`src/rtl/pfc_llc_seq_pkg.sv`:
```
// Summary of operation
// - check level-one overcurrent once per switching cycle
// - threshold by phase: 550, 750, 427.5 mV
// - normal threshold never in softstart or burst
// - overcurrent forces the limiting switching frequency
// - below threshold, step frequency down from limit
// - feedback (in softstart: timed) frequency above limit returns control
// - count detections, act at limit, default eight
// - level-two comparator puts system into auto-restart in softstart and normal
// - level-two comparator status kept readable
// - initialize, load setup, then enable both stages
// - correction stage disabled: no sensing, gate low
// - check open loop before correction softstart
// - softstart limits integrator, normal near rated bus
// - overcurrent continues; overvoltage pauses, resumes at once
// - long conduction mode restarts correction through softstart
// - half-bridge disabled: no sensing, both gates low
// - wait for startup bus, then timed softstart
// - feedback frequency reaches timed frequency: normal state
// - undervoltage to bus check; faults restart after pause
// - blanked overcurrent ends pulse; restart on crossing/timeout
// - suppress pulse when requested on-time below minimum
// - softstart steps every 512 us, shrinking steps
package pfc_llc_seq_pkg;
   // clock and widths
   localparam int CLK_FREQ_MHZ = 125;
   localparam int PERIOD_W = 16;
   localparam int SENSE_W = 12;
   localparam int ONTIME_W = 12;
   localparam int CNT_W = 27;
   localparam int EVT_W = 4;
   // timing figures in their own units and derived cycle counts
   localparam int SS_STEP_TIME_US = 512;
   localparam int SS_STEP_CYCLES = SS_STEP_TIME_US * CLK_FREQ_MHZ;
   localparam int RESTART_PAUSE_MS = 1000;
   localparam int RESTART_PAUSE_CYCLES = RESTART_PAUSE_MS * 1000 * CLK_FREQ_MHZ;
   localparam int OC_BLANK_TIME_NS = 200;
   localparam int OC_BLANK_CYCLES = (OC_BLANK_TIME_NS * CLK_FREQ_MHZ + 999) / 1000;
   localparam int PFC_MAX_PERIOD_US = 20;
   localparam int PFC_MAX_PERIOD_CYCLES = PFC_MAX_PERIOD_US * CLK_FREQ_MHZ;
   localparam logic [4:0] INIT_LOAD_CYCLES = 5'h10;
   // shunt sense codes, 500 uV per lsb
   localparam int SENSE_LSB_UV = 500;
   localparam logic [SENSE_W-1:0] OC1_TH_STARTUP = SENSE_W'(550000 / SENSE_LSB_UV);
   localparam logic [SENSE_W-1:0] OC1_TH_BURST = SENSE_W'(750000 / SENSE_LSB_UV);
   localparam logic [SENSE_W-1:0] OC1_TH_NORMAL = SENSE_W'(427500 / SENSE_LSB_UV);
   localparam logic [EVT_W-1:0] OC1_EVENT_LIMIT_DEFAULT = 4'h8;
   // comparator pin positions in the synchroniser vector
   localparam int PIN_N = 5;
   localparam int PIN_OC2 = 0;
   localparam int PIN_ZCD = 1;
   localparam int PIN_PFC_OC = 2;
   localparam int PIN_BUS_OVERVOLTAGE_FIRST = 3;
   localparam int PIN_BUS_OVERVOLTAGE_SECOND = 4;
   // half-bridge stage states
   typedef enum logic [2:0] {
      HB_DISABLED = 3'b000,
      HB_BUS_CHECK = 3'b001,
      HB_SOFTSTART = 3'b010,
      HB_NORMAL = 3'b011,
      HB_RESTART = 3'b100
   } hb_state_t;
   // correction stage states
   typedef enum logic [2:0] {
      PFC_DISABLED = 3'b000,
      PFC_LOOP_CHECK = 3'b001,
      PFC_SOFTSTART = 3'b010,
      PFC_NORMAL = 3'b011,
      PFC_OV_PAUSE = 3'b100,
      PFC_RESTART = 3'b101
   } pfc_state_t;
endpackage : pfc_llc_seq_pkg

```
`src/rtl/pfc_llc_protection_sequencer.sv`:
```
`timescale 1ns/1ps
module pfc_llc_protection_sequencer #(
   parameter int SS_STEP_CYCLES = pfc_llc_seq_pkg::SS_STEP_CYCLES,
   parameter int RESTART_PAUSE_CYCLES = pfc_llc_seq_pkg::RESTART_PAUSE_CYCLES
) (
   input wire logic clk,
   input wire logic rst_n,
   // comparator pins, asynchronous to clk
   input wire logic hb_overcurrent_level_two,
   input wire logic zero_crossing_detect,
   input wire logic correction_current_sense,
   input wire logic bus_overvoltage_first,
   input wire logic bus_overvoltage_second,
   // sampled values and flags from same-clock logic
   input wire logic [pfc_llc_seq_pkg::SENSE_W-1:0] hb_shunt_sense,
   input wire logic [pfc_llc_seq_pkg::SENSE_W-1:0] bus_voltage_sense,
   input wire logic [pfc_llc_seq_pkg::PERIOD_W-1:0] hb_feedback_input,
   input wire logic [pfc_llc_seq_pkg::ONTIME_W-1:0] correction_on_request,
   input wire logic burst_active,
   input wire logic burst_exit,
   input wire logic hb_open_loop,
   input wire logic hb_overload,
   input wire logic correction_ccm_fault,
   input wire logic oc2_event_clear,
   // setup values, captured during initialization
   input wire logic [pfc_llc_seq_pkg::PERIOD_W-1:0] oc1_limit_frequency,
   input wire logic [pfc_llc_seq_pkg::EVT_W-1:0] oc1_event_limit,
   input wire logic [pfc_llc_seq_pkg::ONTIME_W-1:0] correction_min_on_time,
   input wire logic [pfc_llc_seq_pkg::SENSE_W-1:0] hb_startup_bus_level,
   // setup values used directly
   input wire logic [pfc_llc_seq_pkg::PERIOD_W-1:0] oc1_release_step,
   input wire logic [pfc_llc_seq_pkg::PERIOD_W-1:0] tco_start_period,
   input wire logic [pfc_llc_seq_pkg::PERIOD_W-1:0] tco_initial_step,
   input wire logic [pfc_llc_seq_pkg::PERIOD_W-1:0] tco_min_step,
   input wire logic [pfc_llc_seq_pkg::SENSE_W-1:0] hb_undervoltage_level,
   input wire logic [pfc_llc_seq_pkg::SENSE_W-1:0] bus_open_loop_level,
   input wire logic [pfc_llc_seq_pkg::SENSE_W-1:0] bus_near_rated_level,
   // gate drive and status
   output logic hb_high_gate,
   output logic hb_low_gate,
   output logic hb_sense_enable,
   output logic [pfc_llc_seq_pkg::PERIOD_W-1:0] hb_switch_period,
   output logic hb_oc1_limiting,
   output logic hb_oc2_status,
   output logic hb_oc2_event,
   output logic correction_gate,
   output logic correction_sense_enable,
   output logic correction_integrator_limit,
   output logic system_restart_active
);
   import pfc_llc_seq_pkg::*;
   // cycle limits at register width
   localparam logic [CNT_W-1:0] SS_STEP_LAST = CNT_W'(SS_STEP_CYCLES - 1);
   localparam logic [CNT_W-1:0] RESTART_LAST = CNT_W'(RESTART_PAUSE_CYCLES - 1);
   localparam logic [4:0] OC_BLANK = 5'(OC_BLANK_CYCLES);
   localparam logic [ONTIME_W-1:0] PFC_MAX_PERIOD = ONTIME_W'(PFC_MAX_PERIOD_CYCLES);
   // complete state of the sequencer
   typedef struct packed {
      logic [PIN_N-1:0] sync1; // first synchroniser stage
      logic [PIN_N-1:0] sync2; // second stage
      logic [PIN_N-1:0] sync3; // third stage
      logic [PIN_N-1:0] pin; // accepted levels
      logic [4:0] init_cnt; // setup load counter
      logic init_done; // stages enabled
      logic [PERIOD_W-1:0] oc1_period; // captured limiting period
      logic [EVT_W-1:0] oc1_limit; // captured event limit
      logic [ONTIME_W-1:0] min_on; // captured minimum on-time
      logic [SENSE_W-1:0] hb_start_lvl; // captured startup bus level
      hb_state_t hb_state; // half-bridge state
      logic [PERIOD_W-1:0] hb_period; // half-period in use
      logic [PERIOD_W-1:0] hb_cnt; // half-period counter
      logic hb_half; // 0 high half, 1 low half
      logic hb_high; // high-side gate
      logic hb_low; // low-side gate
      logic [PERIOD_W-1:0] tco_period; // timed oscillator period
      logic [PERIOD_W-1:0] tco_step; // present step size
      logic [CNT_W-1:0] ss_timer; // softstart step timer
      logic oc1_active; // limiting active
      logic [PERIOD_W-1:0] oc1_run; // imposed period
      logic [EVT_W-1:0] oc1_count; // detections so far
      logic [CNT_W-1:0] sys_pause; // system restart pause
      logic oc2_event; // sticky level-two flag
      pfc_state_t pfc_state; // correction state
      logic [CNT_W-1:0] pfc_pause; // correction restart pause
      logic pfc_gate; // correction gate
      logic [ONTIME_W-1:0] pfc_on_cnt; // remaining on-time
      logic [ONTIME_W-1:0] pfc_off_cnt; // time since pulse end
      logic [4:0] pfc_oc_cnt; // blanking count
      logic zcd_prev; // zero crossing memory
   } state_t;
   state_t q;
   state_t next_q;
   // saturating add for period stepping
   function automatic logic [PERIOD_W-1:0] sat_add(input logic [PERIOD_W-1:0] a, input logic [PERIOD_W-1:0] b);
      logic [PERIOD_W:0] s;
      s = {1'b0, a} + {1'b0, b};
      sat_add = s[PERIOD_W] ? {PERIOD_W{1'b1}} : s[PERIOD_W-1:0];
   endfunction : sat_add
   // level-one threshold for the present phase
   function automatic logic [SENSE_W-1:0] oc1_threshold(input logic softstart, input logic exiting);
      if (softstart) begin
         oc1_threshold = OC1_TH_STARTUP;
      end else if (exiting) begin
         oc1_threshold = OC1_TH_BURST;
      end else begin
         oc1_threshold = OC1_TH_NORMAL;
      end
   endfunction : oc1_threshold
   // next-state logic
   always_comb begin
      logic hb_run;
      logic cycle_end;
      logic oc1_eval;
      logic oc1_trip;
      logic sys_fault;
      logic [PERIOD_W-1:0] base_period;
      logic pfc_run;
      logic pfc_start;
      hb_run = 1'b0;
      cycle_end = 1'b0;
      oc1_eval = 1'b0;
      oc1_trip = 1'b0;
      sys_fault = 1'b0;
      base_period = '0;
      pfc_run = 1'b0;
      pfc_start = 1'b0;
      next_q = q;
      // pins: three stages, accept when second and third agree
      next_q.sync1 = {bus_overvoltage_second, bus_overvoltage_first, correction_current_sense,
                      zero_crossing_detect, hb_overcurrent_level_two};
      next_q.sync2 = q.sync1;
      next_q.sync3 = q.sync2;
      for (int i = 0; i < PIN_N; i++) begin
         if (q.sync2[i] == q.sync3[i]) begin
            next_q.pin[i] = q.sync3[i];
         end
      end
      // initialization: load setup values, then enable both stages
      if (!q.init_done) begin
         next_q.oc1_period = oc1_limit_frequency;
         next_q.oc1_limit = (oc1_event_limit == '0) ? OC1_EVENT_LIMIT_DEFAULT : oc1_event_limit;
         next_q.min_on = correction_min_on_time;
         next_q.hb_start_lvl = hb_startup_bus_level;
         next_q.init_cnt = q.init_cnt + 5'h01;
         if (q.init_cnt == INIT_LOAD_CYCLES - 5'h01) begin
            next_q.init_done = 1'b1;
            next_q.hb_state = HB_BUS_CHECK;
            next_q.pfc_state = PFC_LOOP_CHECK;
         end
      end
      // level-two status: sticky, a new event wins over the clear
      if (q.pin[PIN_OC2]) begin
         next_q.oc2_event = 1'b1;
      end else if (oc2_event_clear) begin
         next_q.oc2_event = 1'b0;
      end
      // half-bridge oscillator runs in softstart and normal only
      hb_run = (q.hb_state == HB_SOFTSTART) || (q.hb_state == HB_NORMAL);
      if (hb_run) begin
         if (q.hb_cnt >= q.hb_period - 16'h1) begin
            next_q.hb_cnt = '0;
            next_q.hb_half = ~q.hb_half;
            cycle_end = q.hb_half;
         end else begin
            next_q.hb_cnt = q.hb_cnt + 16'h1;
         end
         next_q.hb_high = ~next_q.hb_half;
         next_q.hb_low = next_q.hb_half;
      end else begin
         next_q.hb_cnt = '0;
         next_q.hb_half = 1'b0;
         next_q.hb_high = 1'b0;
         next_q.hb_low = 1'b0;
      end
      // level-one evaluation once per switching cycle
      oc1_eval = cycle_end && ((q.hb_state == HB_SOFTSTART) || burst_exit || !burst_active);
      oc1_trip = oc1_eval && (hb_shunt_sense > oc1_threshold(q.hb_state == HB_SOFTSTART, burst_exit));
      base_period = (q.hb_state == HB_SOFTSTART) ? q.tco_period : hb_feedback_input;
      if (oc1_trip) begin
         next_q.oc1_active = 1'b1;
         next_q.oc1_run = q.oc1_period;
         next_q.oc1_count = q.oc1_count + 4'h1;
         if (q.oc1_count + 4'h1 >= q.oc1_limit) begin
            sys_fault = 1'b1;
         end
      end else if (q.oc1_active && cycle_end) begin
         if (base_period <= q.oc1_run) begin
            next_q.oc1_active = 1'b0;
            next_q.oc1_count = '0;
         end else begin
            next_q.oc1_run = sat_add(q.oc1_run, oc1_release_step);
         end
      end
      // period applied at each cycle boundary
      if (cycle_end || !hb_run) begin
         next_q.hb_period = next_q.oc1_active ? next_q.oc1_run : base_period;
      end
      // faults that stop the whole system
      if (hb_run && (q.pin[PIN_OC2] || hb_open_loop || hb_overload)) begin
         sys_fault = 1'b1;
      end
      // half-bridge state flow
      unique case (q.hb_state)
         HB_DISABLED: begin
            next_q.ss_timer = '0;
         end
         HB_BUS_CHECK: begin
            if (bus_voltage_sense >= q.hb_start_lvl) begin
               next_q.hb_state = HB_SOFTSTART;
               next_q.tco_period = tco_start_period;
               next_q.tco_step = tco_initial_step;
               next_q.hb_period = tco_start_period;
               next_q.ss_timer = '0;
            end
         end
         HB_SOFTSTART: begin
            if (q.ss_timer >= SS_STEP_LAST) begin
               next_q.ss_timer = '0;
               next_q.tco_period = sat_add(q.tco_period, q.tco_step);
               next_q.tco_step = ((q.tco_step >> 1) > tco_min_step) ? (q.tco_step >> 1) : tco_min_step;
            end else begin
               next_q.ss_timer = q.ss_timer + 27'h1;
            end
            if (hb_feedback_input <= q.tco_period) begin
               next_q.hb_state = HB_NORMAL;
            end
            if (bus_voltage_sense < hb_undervoltage_level) begin
               next_q.hb_state = HB_BUS_CHECK;
            end
         end
         HB_NORMAL: begin
            if (bus_voltage_sense < hb_undervoltage_level) begin
               next_q.hb_state = HB_BUS_CHECK;
            end
         end
         HB_RESTART: begin
            if (q.sys_pause >= RESTART_LAST) begin
               next_q.hb_state = HB_SOFTSTART;
               next_q.tco_period = tco_start_period;
               next_q.tco_step = tco_initial_step;
               next_q.hb_period = tco_start_period;
               next_q.ss_timer = '0;
               next_q.pfc_state = PFC_LOOP_CHECK;
            end else begin
               next_q.sys_pause = q.sys_pause + 27'h1;
            end
         end
         default: begin
            next_q.hb_state = HB_DISABLED;
         end
      endcase
      // correction pulse generation while switching is allowed
      pfc_run = (q.pfc_state == PFC_SOFTSTART) || (q.pfc_state == PFC_NORMAL);
      next_q.zcd_prev = q.pin[PIN_ZCD];
      if (pfc_run) begin
         if (q.pfc_gate) begin
            next_q.pfc_oc_cnt = q.pin[PIN_PFC_OC] ? q.pfc_oc_cnt + 5'h01 : 5'h00;
            if (q.pin[PIN_PFC_OC] && (q.pfc_oc_cnt >= OC_BLANK - 5'h01)) begin
               next_q.pfc_gate = 1'b0;
               next_q.pfc_off_cnt = '0;
            end else if (q.pfc_on_cnt <= 12'h001) begin
               next_q.pfc_gate = 1'b0;
               next_q.pfc_off_cnt = '0;
            end else begin
               next_q.pfc_on_cnt = q.pfc_on_cnt - 12'h001;
            end
         end else begin
            next_q.pfc_oc_cnt = '0;
            pfc_start = (q.pin[PIN_ZCD] && !q.zcd_prev) || (q.pfc_off_cnt >= PFC_MAX_PERIOD - 12'h001);
            if (pfc_start) begin
               next_q.pfc_off_cnt = '0;
               if (correction_on_request >= q.min_on) begin
                  next_q.pfc_gate = 1'b1;
                  next_q.pfc_on_cnt = correction_on_request;
               end
               // a short request leaves the gate low for this cycle
            end else begin
               next_q.pfc_off_cnt = q.pfc_off_cnt + 12'h001;
            end
         end
      end else begin
         next_q.pfc_gate = 1'b0;
         next_q.pfc_on_cnt = '0;
         next_q.pfc_off_cnt = '0;
         next_q.pfc_oc_cnt = '0;
      end
      // correction state flow
      unique case (q.pfc_state)
         PFC_DISABLED: begin
            next_q.pfc_pause = '0;
         end
         PFC_LOOP_CHECK: begin
            if (bus_voltage_sense >= bus_open_loop_level) begin
               next_q.pfc_state = PFC_SOFTSTART;
            end
         end
         PFC_SOFTSTART: begin
            if (bus_voltage_sense >= bus_near_rated_level) begin
               next_q.pfc_state = PFC_NORMAL;
            end
         end
         PFC_NORMAL: begin
            next_q.pfc_state = PFC_NORMAL;
         end
         PFC_OV_PAUSE: begin
            if (!q.pin[PIN_BUS_OVERVOLTAGE_FIRST] && !q.pin[PIN_BUS_OVERVOLTAGE_SECOND]) begin
               next_q.pfc_state = PFC_NORMAL;
            end
         end
         PFC_RESTART: begin
            if (q.pfc_pause >= RESTART_LAST) begin
               next_q.pfc_state = PFC_LOOP_CHECK;
            end else begin
               next_q.pfc_pause = q.pfc_pause + 27'h1;
            end
         end
         default: begin
            next_q.pfc_state = PFC_DISABLED;
         end
      endcase
      if (pfc_run && (q.pin[PIN_BUS_OVERVOLTAGE_FIRST] || q.pin[PIN_BUS_OVERVOLTAGE_SECOND])) begin
         next_q.pfc_state = PFC_OV_PAUSE;
         next_q.pfc_gate = 1'b0;
      end
      if (pfc_run && correction_ccm_fault) begin
         next_q.pfc_state = PFC_RESTART;
         next_q.pfc_pause = '0;
         next_q.pfc_gate = 1'b0;
      end
      // system auto-restart stops both stages and starts the pause
      if (sys_fault) begin
         next_q.hb_state = HB_RESTART;
         next_q.sys_pause = '0;
         next_q.oc1_active = 1'b0;
         next_q.oc1_count = '0;
         next_q.hb_high = 1'b0;
         next_q.hb_low = 1'b0;
         next_q.pfc_state = PFC_RESTART;
         next_q.pfc_pause = '0;
         next_q.pfc_gate = 1'b0;
      end
   end

   // single state register
   always_ff @(posedge clk or negedge rst_n) begin
      if (!rst_n) begin
         q <= '0;
      end else begin
         q <= next_q;
      end
   end

   // outputs straight from state
   assign hb_high_gate = q.hb_high;
   assign hb_low_gate = q.hb_low;
   assign hb_sense_enable = (q.hb_state != HB_DISABLED) && (q.hb_state != HB_RESTART);
   assign hb_switch_period = q.hb_period;
   assign hb_oc1_limiting = q.oc1_active;
   assign hb_oc2_status = q.pin[PIN_OC2];
   assign hb_oc2_event = q.oc2_event;
   assign correction_gate = q.pfc_gate;
   assign correction_sense_enable = (q.pfc_state != PFC_DISABLED) && (q.pfc_state != PFC_RESTART);
   assign correction_integrator_limit = (q.pfc_state == PFC_SOFTSTART);
   assign system_restart_active = (q.hb_state == HB_RESTART);
endmodule : pfc_llc_protection_sequencer

```
`config.mk`:
```
export PLATFORM = sky130hd
export DESIGN_NAME = pfc_llc_protection_sequencer
export DESIGN_NICKNAME = d
export VERILOG_FILES = /design/src/rtl/pfc_llc_seq_pkg.sv /design/src/rtl/pfc_llc_protection_sequencer.sv
export SDC_FILE = /design/constraint.sdc
export NUM_CORES = 1
export LEC_CHECK = 0
export ABC_CLOCK_PERIOD_IN_PS = 3800
export BUFFER_PORTS_ARGS = -buffer_cell sky130_fd_sc_hd__buf_4
export CORE_MARGIN = 3
export CORE_UTILIZATION = 54
export CTS_CLUSTER_SIZE = 12
export DETAILED_ROUTE_END_ITERATION = 8
export PLACE_DENSITY = 0.78
export SLEW_MARGIN = 20
export SYNTH_ARGS = -nofsm -noshare
export SYNTH_HDL_FRONTEND = slang
export SYNTH_SLANG_ARGS = --single-unit
```
`constraint.sdc`:
```
create_clock -name clk -period 3.8 [get_ports clk]
set_input_delay 0 -clock clk [delete_from_list [all_inputs] [get_ports clk]]
set_output_delay 0 -clock clk [all_outputs]
set_load 0.005 [all_outputs]
```
==> results.ini <==
[run_status]
status=finished with violations
violations=setup timing

[placement]
routabilityCongestion=0.948
place_hpwl_um=40600
pre_cts_slack_ns=-0.325
io_buffers=234

[drt]
num_vias=18500
firstDrtPassIters=7
avgViaCountPerCell=6.27
drtAntennaViolNets=0
totalWireLength_um=61600
drc_errors=0
dr.first_iter.drc_count=1817
wl_per_cell_um=20.9

[sta]
worst_slack_ns=-0.225
post-route-period-util=1.06
timing.fmax_mhz=248
min_period_ns=4.02
finalHoldViolCount=0
tightestPinTransition_ns=1.12
rsz0062_at_grt=yes
setup_viol=53
skew_ns=0.0187
slew_headroom=0.250
drv_slew=0

[logic_synthesis]
synth_compound_area_frac=0.186
synthMuxAreaShare=0.0369
synth_area_per_cell_um2=9.05
synth_top_family_by_area=compound AO/OA/AOI/OAI gates
yosys.area_share.xor_xnor=0.0424
synth_nets=2447
synthCells=2056
synthAdderAreaFrac=0.126
async_flop_share=1.00
synthSimpleGateAreaFrac=0.183
yosysMostFrequentCell=dfrtp_1
ys_types=80
synth_seq_cells=277
synth_top_area_share=0.373
yosysSeqAreaShare=0.373
yosys-top-cells-count=dfrtp_1 (277), ha_1 (180), nor2_1 (163)
yosys-top-cells-area=dfrtp_1 (37%), ha_1 (12%), o21ai_0 (3.9%), nor2_1 (3.3%), inv_1 (3.1%)
synth_flop_cell=dfrtp_1
synth_largest_area_cell=dfrtp_1
syn_area_um2=18600
synth_edf_count=0
yosysWarningCount=0

[worst_setup_path]
cp_slowest_stage_delay_ns=0.42
start_kind=register
crit_type=reg -> reg
crit_fanout=8
cp.arrival_ns=4.42
startpoint=hb_switch_period[3]
reg2reg_to=q[39]
cp.required_ns=4.19
critPathCaptureType=register
reg2reg_depth=21
worstPathCellList=nor2_4 -> nand2_2 -> or3_4 -> or3_1 -> xor2_1 -> ha_1 -> nand4_1 -> nor2_1 -> o211ai_1 -> nand2_2 -> ha_4 -> nand4_1 -> a31oi_2 -> o21ai_2 -> buf_4 -> a21oi_4 -> buf_12 -> buf_12 -> nor3b_1 -> o21ai_2 -> o31ai_1
r2r_start=hb_switch_period[3]
crit_slowest_cell=dfrtp_1
ff2ff_setup_slack_ns=-0.22

[die]
start_util=0.552
core_area_um2=33700
die_w_um=192
num_rows=67
dieArea_um2=36700
die_h_um=192
io_pins=235

[power_and_ir_drop]
power_leakage_nw=11.8
power-per-cell-area_nw_per_um2=533
ir_drop_mv=0.467
finalPower_mw=13.3

[global_routing]
grt_max_degree=97
grt_pass1_wl_um=91100
overflow=0
first_global_vias=18000
antenna_found_initial=3
grt_usage=0.307

[finish]
final-seq-area_um2=6930
syn_to_final_growth_pct=33.9
post_route_cells_drive_above_1_share=0.244
nFillCells=2207
multiInputGateArea_um2=11500
final_util=0.739
finalNetCount=2869

[clock_network]
cts_buffer_depth=3
cts_tree=yes
cts_root_buf=clkbuf_16
clk_pin_slew_worst_paths_ns=0.06
cts_sinks=277
clk_latency_ns=0.52
numCtsBuffers=34
h-tree-depth=2

[worst_hold_path]
hp-class=in -> reg
min_from=oc1_release_step[0]
hold_end=q[93]
whs_path_depth=4

[flow_run]
cap_violations=0

## worst max path at each step
stage | to
global placement | q[43]
detailed placement | q[39]
finish | q[39]
CTS | q[43]
floorplan | q[77]
global route | q[39]
## layout make-up
| class | count | share of cell area |
|---|---|---|
| Sequential cell | 277 | 0.278 |
| Antenna cell | 3 | 0.000302 |
| Clock inverter | 17 | 0.00593 |
| Multi-Input combinational cell | 1539 | 0.463 |
| Inverter | 153 | 0.0231 |
| Clock buffer | 44 | 0.0385 |
| Timing Repair Buffer | 473 | 0.168 |
| Tap cell | 448 | 0.0225 |
## metal layers
layer	wire length, µm	global-route usage
met5	0	0
met4	3850	0.155
met3	4500	0.0442
met2	29700	0.507
met1	23600	0.395
## worst max-delay path, delay by kind of cell, from the launching register on
| kind | cells | cell delay, ns |
|---|---|---|
| buffers and inverters | 3 | 0.45 |
| xor gates and xnor gates | 1 | 0.15 |
| adders and majority gates | 2 | 0.44 |
| and+or+nand+nor | 9 | 1.49 |
| DFF | 1 | 0.42 |
| AOI/OAI and AO/OA | 6 | 0.95 |
## power by group
part	internal (mW)	switching [mW]	leakage, nW
Combinational	2.71	3.25	7.66
Sequential	3.45	0.589	3.54
Clock	1.93	1.34	0.552
## flip-flops by register name, summed over array words and instances, names as in the netlist
name              flops
correction_gate       1
hb_switch_period     16
hb_high_gate          1
hb_oc1_limiting       1
next_q               11
hb_oc2_event          1
hb_low_gate           1
hb_oc2_status         1
q                   244
## stage by stage
step,area [µm²],instances,hold slack (ns),setup TNS (ns)
6_report,24900,2954,0.0222,-5.44
5_1_grt,24900,2954,0.0470,-22.14
4_1_cts,24000,2925,0.00634,-0.544
3_5_place_dp,21300,2741,0.0986,-13.68
3_3_place_gp,21300,2741,0.0909,-7.16
2_1_floorplan,18700,2056,-0.296,-0.0917
## what timing repair did
action | 4_1_cts | 5_1_grt
pin swaps | 18 | 65
gates resized for setup | 72 | 176
gates cloned | 4 | 3
buffers inserted | 8 | 29
hold buffers | 112 | 0
setup endpoints to repair | 93 | 111
endpoints found under the hold margin | 203 | 0
## logic make-up (layout without fill, tap and decap cells)
kind of cell	count (synthesis)	after routing
flops	277	277
buf+inv	240	687
other cells	0	3
fa+ha+maj	187	187
mux	63	63
compound gates	516	516
simple gates	683	683
xor+xnor	90	90
## cells in the final DEF (no fill, tap or decap), types with 26 or more instances in the layout
cell	n
dlygate4sd3_1	112
nand2_1	122
o31ai_1	27
nand4_1	34
inv_1	150
dfrtp_1	276
o21a_1	26
and3_1	40
ha_1	178
a21o_1	33
o21ai_0	107
buf_4	312
xor2_1	39
clkbuf_16	37
nor3_1	46
mux2_2	44
nor2_1	156
nand2b_1	28
a21oi_1	65
xnor2_1	51
buf_6	29
nand3_1	78
Power figures use the tool's default switching activity.
